**src/pkg/bbs_pkg.sv**
```systemverilog
// Package: offsets, field layout and reset values of the bus, I/O window and status registers
package bbs_pkg;

   localparam logic [11:0] BUS_NUMBERS_OFFSET   = 12'h018;
   localparam logic [11:0] IO_STATUS_OFFSET     = 12'h01C;
   localparam logic [11:0] IO_UPPER_OFFSET      = 12'h030;
   localparam logic [11:0] ENABLES_OFFSET       = 12'h040;
   localparam logic [11:0] WINDOW_PROBE_OFFSET  = 12'h044;

   localparam int DOWN_BUS_LSB      = 8;
   localparam int HIGH_BUS_LSB      = 16;
   localparam int LATENCY_LSB       = 24;
   localparam int IO_CAP_BOTTOM_LSB = 0;
   localparam int IO_BOTTOM_LSB     = 4;
   localparam int IO_CAP_TOP_LSB    = 8;
   localparam int IO_TOP_LSB        = 12;
   localparam int FLAG_PARITY_BIT   = 24;
   localparam int FLAG_SIG_ABORT    = 27;
   localparam int FLAG_RCV_ABORT    = 28;
   localparam int FLAG_RCV_UNSUP    = 29;
   localparam int FLAG_SYS_ERROR    = 30;
   localparam int FLAG_POISONED     = 31;
   localparam int ENA_PARITY_BIT    = 0;
   localparam int ENA_SYS_ERR_BIT   = 1;

   localparam logic [7:0]  BUS_NUMBER_RESET = 8'h00;
   localparam logic [7:0]  LATENCY_VALUE    = 8'h00;
   localparam logic [3:0]  IO_CAP_VALUE     = 4'h1;
   localparam logic [3:0]  IO_FIELD_RESET   = 4'h0;
   localparam logic [11:0] IO_LOW_ZERO      = 12'h000;
   localparam logic [11:0] IO_LOW_ONES      = 12'hFFF;
   localparam logic [15:0] IO_UPPER_RESET   = 16'h0000;
   localparam logic [31:0] WRITE_CLEAR_MASK = 32'hC1000000;
   localparam logic [31:0] SLVERR_DATA      = 32'h00000000;

   typedef struct packed {
      logic parity_error;
      logic completer_abort_sent;
      logic completer_abort_received;
      logic unsupported_received;
      logic fatal_or_nonfatal_sent;
      logic poisoned_received;
   } bbs_event_type;

endpackage : bbs_pkg

```
**src/core/bbs_regs.sv**
```systemverilog
// Downstream bus numbers, I/O forwarding window and downstream status flags over APB
//
// Chosen here: register access over APB.
module bbs_regs
(
   input  wire logic                  clock,
   input  wire logic                  rst,
   input  wire logic                  clock_enable,
   input  wire logic                  psel,
   input  wire logic                  penable,
   input  wire logic                  pwrite,
   input  wire logic [11:0]           paddr,
   input  wire logic [31:0]           pwdata,
   input  wire logic [3:0]            pstrb,
   output logic      [31:0]           prdata,
   output logic                       pready,
   output logic                       pslverr,
   input  wire bbs_pkg::bbs_event_type events,
   input  wire logic [31:0]           io_address,
   output logic                       io_forward,
   output logic      [7:0]            downstream_bus_number,
   output logic      [7:0]            highest_downstream_bus_number
);

   logic [3:0]  io_window_bottom;
   logic [3:0]  io_window_top;
   logic [15:0] io_bottom_upper;
   logic [15:0] io_top_upper;
   logic        parity_response_enable;
   logic        system_error_report_enable;
   logic        flag_parity;
   logic        flag_sig_abort;
   logic        flag_rcv_abort;
   logic        flag_unsup;
   logic        flag_sys_error;
   logic        flag_poisoned;
   logic        rd_loaded;
   wire  [5:0]  flags = {flag_poisoned, flag_sys_error, flag_unsup,
                         flag_rcv_abort, flag_sig_abort, flag_parity};
   logic        forward_q;
   logic [31:0] next_prdata;
   logic        next_pslverr;

   wire access     = psel & penable;
   wire write_en   = access & pwrite & clock_enable;
   wire read_en    = access & ~pwrite & clock_enable;
   // Exact word match; a partial decode would alias the window registers
   function automatic logic bbs_hit(input logic [11:0] addr, input logic [11:0] offset);
      bbs_hit = (addr == offset);
   endfunction : bbs_hit

   wire hit_bus    = bbs_hit(paddr, bbs_pkg::BUS_NUMBERS_OFFSET);
   wire hit_io     = bbs_hit(paddr, bbs_pkg::IO_STATUS_OFFSET);
   wire hit_upper  = bbs_hit(paddr, bbs_pkg::IO_UPPER_OFFSET);
   wire hit_ena    = bbs_hit(paddr, bbs_pkg::ENABLES_OFFSET);
   wire hit_probe  = bbs_hit(paddr, bbs_pkg::WINDOW_PROBE_OFFSET);
   wire mapped     = hit_bus | hit_io | hit_upper | hit_ena | hit_probe;

   // Byte-lane merge for writable fields
   function automatic logic [31:0] bbs_lane_mask(input logic [3:0] strb);
      bbs_lane_mask = {{8{strb[3]}}, {8{strb[2]}}, {8{strb[1]}}, {8{strb[0]}}};
   endfunction : bbs_lane_mask

   wire [31:0] lanes      = bbs_lane_mask(pstrb);
   wire [31:0] wdata_m    = pwdata & lanes;
   wire        wr_bus     = write_en & hit_bus;
   wire        wr_io      = write_en & hit_io;
   wire        wr_upper   = write_en & hit_upper;
   wire        wr_ena     = write_en & hit_ena;

   // Only bits 24, 30 and 31 are clearable; aborts stay until reset
   wire [31:0] clear_word = wr_io ? (wdata_m & bbs_pkg::WRITE_CLEAR_MASK) : 32'h00000000;
   wire [5:0]  clear_vec  = {clear_word[bbs_pkg::FLAG_POISONED],
                             clear_word[bbs_pkg::FLAG_SYS_ERROR],
                             1'b0, 1'b0, 1'b0,
                             clear_word[bbs_pkg::FLAG_PARITY_BIT]};
   wire [5:0]  set_vec    = {events.poisoned_received,
                             events.fatal_or_nonfatal_sent & system_error_report_enable,
                             events.unsupported_received,
                             events.completer_abort_received,
                             events.completer_abort_sent,
                             events.parity_error & parity_response_enable};
   // Set wins over a clear in the same cycle
   wire [5:0]  next_flags = set_vec | (flags & ~clear_vec);

   wire [15:0] status_word = {flags[5], flags[4], flags[3], flags[2], flags[1],
                              2'b00,
                              flags[0],
                              1'b0, 1'b0, 1'b0,
                              5'b00000};

   wire [31:0] bus_word   = {bbs_pkg::LATENCY_VALUE,
                             highest_downstream_bus_number,
                             downstream_bus_number, 8'h00};
   wire [31:0] io_word    = {status_word, io_window_top, bbs_pkg::IO_CAP_VALUE,
                             io_window_bottom, bbs_pkg::IO_CAP_VALUE};
   wire [31:0] upper_word = {io_top_upper, io_bottom_upper};
   wire [31:0] ena_word   = {30'h00000000, system_error_report_enable, parity_response_enable};

   // Window bounds: low 12 bits zero for start, ones for end
   wire [31:0] window_start = {io_bottom_upper, io_window_bottom, bbs_pkg::IO_LOW_ZERO};
   wire [31:0] window_end   = {io_top_upper, io_window_top, bbs_pkg::IO_LOW_ONES};
   wire        in_window    = (io_address >= window_start) && (io_address <= window_end);

   always_comb
   begin
      next_prdata  = bbs_pkg::SLVERR_DATA;
      next_pslverr = 1'b0;
      if (hit_bus)
      begin
         next_prdata = bus_word;
      end
      else if (hit_io)
      begin
         next_prdata = io_word;
      end
      else if (hit_upper)
      begin
         next_prdata = upper_word;
      end
      else if (hit_ena)
      begin
         next_prdata = ena_word;
      end
      else if (hit_probe)
      begin
         next_prdata = {31'h00000000, forward_q};
      end
      else
      begin
         next_pslverr = 1'b1;
      end
   end

   // Read data is normally loaded in setup; a setup edge lost to a
   // frozen enable costs one wait state to load it late
   wire read_setup = psel & ~penable & ~pwrite;
   wire read_late  = access & ~pwrite & ~rd_loaded;
   wire load_rd    = (read_setup | read_late) & clock_enable;
   wire rd_done    = access & ~pwrite & rd_loaded & clock_enable;

   // Zero-wait slave; a frozen clock enable stalls the access
   assign pready     = clock_enable & (pwrite | rd_loaded | ~access);
   assign pslverr    = access & ~mapped;
   assign io_forward = forward_q;

   always_ff @(posedge clock or posedge rst)
   begin
      if (rst)
      begin
         downstream_bus_number         <= bbs_pkg::BUS_NUMBER_RESET;
         highest_downstream_bus_number <= bbs_pkg::BUS_NUMBER_RESET;
      end
      else if (wr_bus)
      begin
         if (pstrb[1])
         begin
            downstream_bus_number <= wdata_m[bbs_pkg::DOWN_BUS_LSB +: 8];
         end
         if (pstrb[2])
         begin
            highest_downstream_bus_number <= wdata_m[bbs_pkg::HIGH_BUS_LSB +: 8];
         end
      end
   end

   always_ff @(posedge clock or posedge rst)
   begin
      if (rst)
      begin
         io_window_bottom <= bbs_pkg::IO_FIELD_RESET;
         io_window_top    <= bbs_pkg::IO_FIELD_RESET;
      end
      else if (wr_io)
      begin
         if (pstrb[0])
         begin
            io_window_bottom <= wdata_m[bbs_pkg::IO_BOTTOM_LSB +: 4];
         end
         if (pstrb[1])
         begin
            io_window_top <= wdata_m[bbs_pkg::IO_TOP_LSB +: 4];
         end
      end
   end

   // Window start, address bits 31:16, byte lanes 0 and 1
   always_ff @(posedge clock or posedge rst)
   begin
      if (rst)
      begin
         io_bottom_upper <= bbs_pkg::IO_UPPER_RESET;
      end
      else if (wr_upper)
      begin
         io_bottom_upper <= (io_bottom_upper & ~lanes[15:0]) | wdata_m[15:0];
      end
   end

   // Window end, address bits 31:16, byte lanes 2 and 3
   always_ff @(posedge clock or posedge rst)
   begin
      if (rst)
      begin
         io_top_upper <= bbs_pkg::IO_UPPER_RESET;
      end
      else if (wr_upper)
      begin
         io_top_upper <= (io_top_upper & ~lanes[31:16]) | wdata_m[31:16];
      end
   end

   // Enables only gate set events; they never clear a flag
   always_ff @(posedge clock or posedge rst)
   begin
      if (rst)
      begin
         parity_response_enable <= 1'b0;
      end
      else if (wr_ena && pstrb[0])
      begin
         parity_response_enable <= pwdata[bbs_pkg::ENA_PARITY_BIT];
      end
   end

   // System error reporting enable, lane 0
   always_ff @(posedge clock or posedge rst)
   begin
      if (rst)
      begin
         system_error_report_enable <= 1'b0;
      end
      else if (wr_ena && pstrb[0])
      begin
         system_error_report_enable <= pwdata[bbs_pkg::ENA_SYS_ERR_BIT];
      end
   end

   // One cycle from io_address to io_forward
   always_ff @(posedge clock or posedge rst)
   begin
      if (rst)
      begin
         forward_q <= 1'b0;
      end
      else if (clock_enable)
      begin
         forward_q <= in_window;
      end
   end

   // Parity error, bit 24
   always_ff @(posedge clock or posedge rst)
   begin
      if (rst)
      begin
         flag_parity <= 1'b0;
      end
      else if (clock_enable)
      begin
         flag_parity <= next_flags[0];
      end
   end

   // Completer abort sent, bit 27
   always_ff @(posedge clock or posedge rst)
   begin
      if (rst)
      begin
         flag_sig_abort <= 1'b0;
      end
      else if (clock_enable)
      begin
         flag_sig_abort <= next_flags[1];
      end
   end

   // Completer abort received, bit 28
   always_ff @(posedge clock or posedge rst)
   begin
      if (rst)
      begin
         flag_rcv_abort <= 1'b0;
      end
      else if (clock_enable)
      begin
         flag_rcv_abort <= next_flags[2];
      end
   end

   // Unsupported request received, bit 29
   always_ff @(posedge clock or posedge rst)
   begin
      if (rst)
      begin
         flag_unsup <= 1'b0;
      end
      else if (clock_enable)
      begin
         flag_unsup <= next_flags[3];
      end
   end

   // Fatal or nonfatal message sent, bit 30
   always_ff @(posedge clock or posedge rst)
   begin
      if (rst)
      begin
         flag_sys_error <= 1'b0;
      end
      else if (clock_enable)
      begin
         flag_sys_error <= next_flags[4];
      end
   end

   // Poisoned packet received, bit 31
   always_ff @(posedge clock or posedge rst)
   begin
      if (rst)
      begin
         flag_poisoned <= 1'b0;
      end
      else if (clock_enable)
      begin
         flag_poisoned <= next_flags[5];
      end
   end

   always_ff @(posedge clock or posedge rst)
   begin
      if (rst)
      begin
         prdata <= 32'h00000000;
      end
      else if (load_rd)
      begin
         // Captured in setup, or in the first enabled access cycle if setup was frozen, so data stands when pready is high
         prdata <= next_prdata;
      end
      else if (read_en && next_pslverr)
      begin
         prdata <= bbs_pkg::SLVERR_DATA;
      end
   end

   // Marks that prdata holds the word of the read in progress
   always_ff @(posedge clock or posedge rst)
   begin
      if (rst)
      begin
         rd_loaded <= 1'b0;
      end
      else if (load_rd)
      begin
         rd_loaded <= 1'b1;
      end
      else if (rd_done || (clock_enable && !psel))
      begin
         rd_loaded <= 1'b0;
      end
   end

endmodule : bbs_regs

```
**config.mk**
```make
export PLATFORM = sky130hd
export DESIGN_NAME = bbs_regs
export DESIGN_NICKNAME = d
export VERILOG_FILES = /design/src/pkg/bbs_pkg.sv /design/src/core/bbs_regs.sv
export SDC_FILE = /design/constraint.sdc
export NUM_CORES = 1
export LEC_CHECK = 0
export BUFFER_PORTS_ARGS = -buffer_cell sky130_fd_sc_hd__buf_4
export CORE_ASPECT_RATIO = 0.5
export CORE_UTILIZATION = 53
export DETAILED_ROUTE_END_ITERATION = 7
export GPL_TIMING_DRIVEN = 0
export PLACE_DENSITY = 0.93
export SLEW_MARGIN = 20
export SYNTH_ARGS = -nofsm -noshare
export SYNTH_HDL_FRONTEND = slang
export SYNTH_SLANG_ARGS = --single-unit
```
**constraint.sdc**
```tcl
create_clock -name clock -period 3.9 [get_ports clock]
set_clock_uncertainty 0.15 [all_clocks]
set_input_delay 0.78 -clock clock [delete_from_list [all_inputs] [get_ports clock]]
set_output_delay 0.78 -clock clock [all_outputs]
set_load 0.1 [all_outputs]
```
# Word level (Yosys, flattened, before mapping)
# Cells that the tools add are included.
dict set report totals {
  out_inout_bits 51
  word_cells 92
  ff_bits 98
  in_bits 92
}
dict set report classes {
  bitwise 41
  n_reduce_logical 12
  muxes 15
  magnitude_cmp 2
  eq_ne 5
}
# operator n
set ops {}
lappend ops {{32-bit two-way mux} 6}
lappend ops {{16-bit bitwise AND} 2}
lappend ops {{32-bit bitwise AND} 1}
lappend ops {{32-bit >= comparator} 1}
lappend ops {{32-bit <= comparator} 1}
lappend ops {{16-bit inverter} 2}
lappend ops {{16-bit bitwise OR} 2}
lappend ops {{12-bit by 5-bit equality test with 1-bit output (second input constant)} 2}
lappend ops {{12-bit by 7-bit equality test with 1-bit output (second input constant)} 2}
lappend ops {{1-bit bitwise AND} 19}
lappend ops {{12-bit by 6-bit equality test with 1-bit output (second input constant)} 1}
lappend ops {{1-bit two-way mux} 8}
lappend ops {{2-bit AND reduction} 4}
lappend ops {{1-bit bitwise OR} 7}
lappend ops {{6-bit bitwise AND} 1}
lappend ops {{6-bit inverter} 1}
lappend ops {{6-bit bitwise OR} 1}
lappend ops {{1-bit inverter} 5}
lappend ops {{1-bit logical AND} 4}
lappend ops {{2-bit nonzero test} 2}
lappend ops {{2-bit two-way mux} 1}
lappend ops {{1-bit logical NOT} 1}
lappend ops {{1-bit logical OR} 1}

# Logic depth before layout (Yosys ltp)
dict set report logic_depth {
  ltp_word 9
  ltp_mapped 8
  ltp_nobuf 7
}

# Worst setup path after synthesis
# Ideal clock, no wire load.
dict set report synth_path {
  path_kind {input to output}
  startpoint {in paddr[8]}
  endpoint {out pslverr}
  slack_ps 884
  cell_stages 4
  n_path_buf 0
  t_required_ps 2970
  arrival_ps 2086
  path_cell_list {or4_4 > nor4_4 > nor2_2 > and2_2}
}
dict set report synth_via {
  elab_chain_len 7
  elab_cells_between_ends 11
  classes_between {eq/ne: 5; bitwise: 6}
}
# element line
set synth_lines {}
lappend synth_lines {{from (decl)} bbs_regs.sv:12} ;# input wire logic [11:0] paddr,
lappend synth_lines {{12-bit by 5-bit equality test with 1-bit output} bbs_regs.sv:49} ;# bbs_hit = (addr == offset);
lappend synth_lines {{1-bit bitwise OR (3 in series)} bbs_regs.sv:57} ;# wire mapped = hit_bus | hit_io | hit_upper | hit_ena | hit_probe;
lappend synth_lines {{1-bit bitwise OR (*)} bbs_regs.sv:57}
lappend synth_lines {{1-bit inverter (*)} bbs_regs.sv:144} ;# assign pslverr = access & ~mapped;
lappend synth_lines {{1-bit bitwise AND (*)} bbs_regs.sv:144}
lappend synth_lines {{to (decl)} bbs_regs.sv:17} ;# output logic pslverr,
# Mark *: on every way between the ends. The rest lies on a longest branch, timed or not.

# Final worst setup path
# Ends and elaborated chain as after synthesis.

==> results.md <==
- Final antenna-violating net count: 0
- Category of the most critical setup path: primary input to output pin
- Worst-Margin Slew: 0.914 ns
- Power density over cell area: 316 nW/um2
- Relative slew slack: 0.387
- Setup repair after global routing missed its margin: no
- Global-route wire length before repair: 23700 um
- CP Data Arrival Time: 2.32 ns
- Number of port buffers: 142
- Average vias per placed instance: 6.02
- Post-CTS Resized: 0
- Total via count after detailed routing: 4407
- Number of H-tree levels: 3
- Fraction of synthesized cell area in xor and xnor cells: 0
- Post-CTS setup-driven buffer insertion count: 0
- Die Span X: 143 um
- Leading cell type in the layout, fill and taps excluded: sky130_fd_sc_hd__buf_4
- Die Y: 72.3 um
- Worst setup slack before clock tree synthesis: 0.651 ns
- Area used by multi-input combinational logic: 2540 um2
- Maximum clock insertion buffer count: 2
- Fraction of final layout cells with drive strength greater than 1: 0.424
- Combinational family with the most area after synthesis: compound AO/OA/AOI/OAI gates
- TritonCTS clock tree: built
- Number of flops mapped to enable cells by yosys: 0
- Post-synthesis cell type with the largest combined area: sky130_fd_sc_hd__dfrtp_1
- Required time worst endpoint: 2.97 ns
- Remaining global-route overflow: 0
- Fraction of the mapped netlist area in simple logic gates: 0.0995
- Area growth syn-to-layout: 29.8%
- Filler cells: 604
- Initial cell density of the core: 0.550
- Max-slew violation count: 0
- Total routing usage reported by global routing: 0.309
- Total number of yosys warnings: 0
- Net Count, Synth: 571
- Top achievable clock speed: 0.308 GHz
- Share of Yosys cell area claimed by the top area cell type: 0.468
- Adder and majority cell fraction of the synthesized area: 0.0954
- Outcome: finished, final reports clean
- Nature of the critical path startpoint: primary input
- Slowest cell on crit path: sky130_fd_sc_hd__or4_4
- Sequential share of the synthesized area: 0.468
- Compound-gate portion of the synthesized area: 0.156
- Most frequently used flop master after synthesis: sky130_fd_sc_hd__dfrtp_1
- Cell variety after synth: 49
- Setup WS post-layout: 0.652 ns
- Hold Violations, Final: 0
- Category of the worst setup path capture point: output pin
- Number of nets in the final layout: 725
- Final design area excluding fillers: 6810 um2
- TritonCTS sink count: 98
- Number of optimization iterations in the first detailed-route pass: 5
- Number of ports placed on the die boundary: 143
- Placer Congestion: 0.875
- Clk pin slew, worst setup/hold paths: 0.06 ns
- Number of buffer and inverter stages on the critical path: 2
- Leading cell types by total area after synthesis: sky130_fd_sc_hd__dfrtp_1 (47%), sky130_fd_sc_hd__mux2_2 (13%), sky130_fd_sc_hd__ha_1 (9.5%), sky130_fd_sc_hd__a22o_1 (3.7%), sky130_fd_sc_hd__a21o_1 (3.3%)
- Number of rows in the core area: 25
- Vias in the first global route: 4590
- Maximum fanout count along the critical path: 3
- Synthesis-stage register bit count: 98
- Number of buffers added to fix hold violations after cts: 0
- Largest net degree at the start of global routing: 57
- Max-cap violations: 0
- Clock network latency to the later pin of the worst-skew pair: 0.35 ns
- Avg Inst Size Synth: 11.9 um2
- Antenna violations before repair: 0
- Fraction of registers with async set/reset: 1.00
- Largest stage delay, worst path: 0.54 ns
- Number of endpoints failing setup at the final stage: 0
- Num CTS Buffers: 9
- Post-route DRC violation count: 0
- Register area: 2450 um2
- Routed length per instance: 20.9 um
- Cell-by-cell listing of the critical path: buf_4 > or4_4 > nor4_4 > nor2_2 > and2_2 > buf_4
- HPWL reported at the end of detailed placement: 10900 um
- Clock Tree Root: sky130_fd_sc_hd__clkbuf_16
- Placed instance area: 6510 um2
- Post-layout minimum cycle time: 3.25 ns
- Leading cell types in the layout, fill and taps excluded: sky130_fd_sc_hd__buf_4 (143), sky130_fd_sc_hd__dfrtp_1 (98), sky130_fd_sc_hd__mux2_2 (59)
- Mux cell area share after synthesis: 0.134
- Largest vdd supply drop: 0.209 mV
- Crit-path leading delay family: simple AND/OR/NAND/NOR gates
- Tcrit/Tclk final: 0.833
- Tightest Hold Check Type: primary input to asynchronous set/reset pin
- Leakage dissipation: 3.50 nW
- Initial DRC count: 318
- Core outline area: 9540 um2
- Diodes inserted: 0
- DRT Wirelength: 15300 um
- Library cell appearing most often on the critical path: sky130_fd_sc_hd__buf_4
- Count of mapped cells out of synthesis: 439
- DIE AREA: 10300 um2
- Synth Cell Area: 5250 um2
[cells in the mapped netlist (2+ instances only)]
cell and n:
sky130_fd_sc_hd__a32o_1 2, sky130_fd_sc_hd__nor4_1 4, sky130_fd_sc_hd__inv_1 44, sky130_fd_sc_hd__and3_1 4, sky130_fd_sc_hd__a22o_1 22, sky130_fd_sc_hd__nand3_4 3, sky130_fd_sc_hd__ha_1 40, sky130_fd_sc_hd__buf_6 3
sky130_fd_sc_hd__buf_2 6, sky130_fd_sc_hd__a2111oi_0 2, sky130_fd_sc_hd__mux2i_1 4, sky130_fd_sc_hd__mux2_2 59, sky130_fd_sc_hd__a21o_2 3, sky130_fd_sc_hd__nand2_1 15, sky130_fd_sc_hd__nor2_2 2, sky130_fd_sc_hd__nor4b_1 3
sky130_fd_sc_hd__o21ai_0 8, sky130_fd_sc_hd__a21o_1 23, sky130_fd_sc_hd__a221oi_1 2, sky130_fd_sc_hd__nor2_1 6, sky130_fd_sc_hd__and4_1 11, sky130_fd_sc_hd__nor2b_1 4, sky130_fd_sc_hd__a32oi_1 2, sky130_fd_sc_hd__a22o_2 9
sky130_fd_sc_hd__clkbuf_1 3, sky130_fd_sc_hd__nand3_1 5, sky130_fd_sc_hd__o2bb2ai_1 7, sky130_fd_sc_hd__nand4_1 9, sky130_fd_sc_hd__dfrtp_1 98, sky130_fd_sc_hd__a21oi_1 17
[power by group]
part,switching [W],total (W),internal (W),leakage [nW]
combinational,0.000130,0.000236,0.000106,2.02
sequential,0.00000269,0.00102,0.00102,1.35
clock,0.000381,0.000894,0.000513,0.142
[worst paths after layout]
check                           start          to  slack (ns)  cells after the start
max reg2reg                 rd_loaded  prdata[24]        1.51                      8
max in group asynchronous         rst  prdata[12]        2.69                      3
min in group clock         flag_unsup  flag_unsup        0.31                      1
min reg2reg                flag_unsup  flag_unsup        0.31                      1
min                               rst   prdata[3]        0.29                      2
max                          paddr[8]     pslverr        0.65                      6
[worst reg2reg max path, delay by kind of cell (launching register included)]
kind	cells	cell delay [ns]
buf+inv	3	1.00
simple gates	3	0.44
compound gates	2	0.33
flops	1	0.40
[kinds of logic (layout without fill, tap and decap cells)]
family,after synthesis,in the layout
buffers and inverters,57,215
muxes,63,63
adders and majority gates,40,40
AOI/OAI and AO/OA,105,105
DFF,98,98
and+or+nand+nor,76,76
[metal layers]
| layer | vias up | global-route usage | wire, um |
|---|---|---|---|
| met4 | 0 | 0.136 | 567 |
| li1 | 1945 | - | - |
| met5 | - | 0 | 0 |
| met1 | 2185 | 0.390 | 6280 |
| met2 | 223 | 0.517 | 7220 |
| met3 | 54 | 0.0726 | 1210 |
[final cells by class]
class | count | area share
Clock buffer | 11 | 0.0357
Multi-Input combinational cell | 284 | 0.374
Clock inverter | 4 | 0.00754
Tap cell | 135 | 0.0248
Timing Repair Buffer | 143 | 0.161
Buffer | 13 | 0.0121
Inverter | 44 | 0.0250
Sequential cell | 98 | 0.360
[stage by stage]
step	hold slack (ns)	instances	total power, W	setup TNS, ns	util
final	0.292	732	0.00215	0	0.713
after detailed placement	0.296	717	0.00127	0	0.683
after CTS	0.302	732	0.00215	0	0.713
after global placement	0.292	716	0.00126	-66.00	0.679
after global routing	0.323	732	0.00221	0	0.713
after floorplan	0.279	439	0.00114	0	-
No activity file was read; power rests on OpenSTA's default activity.
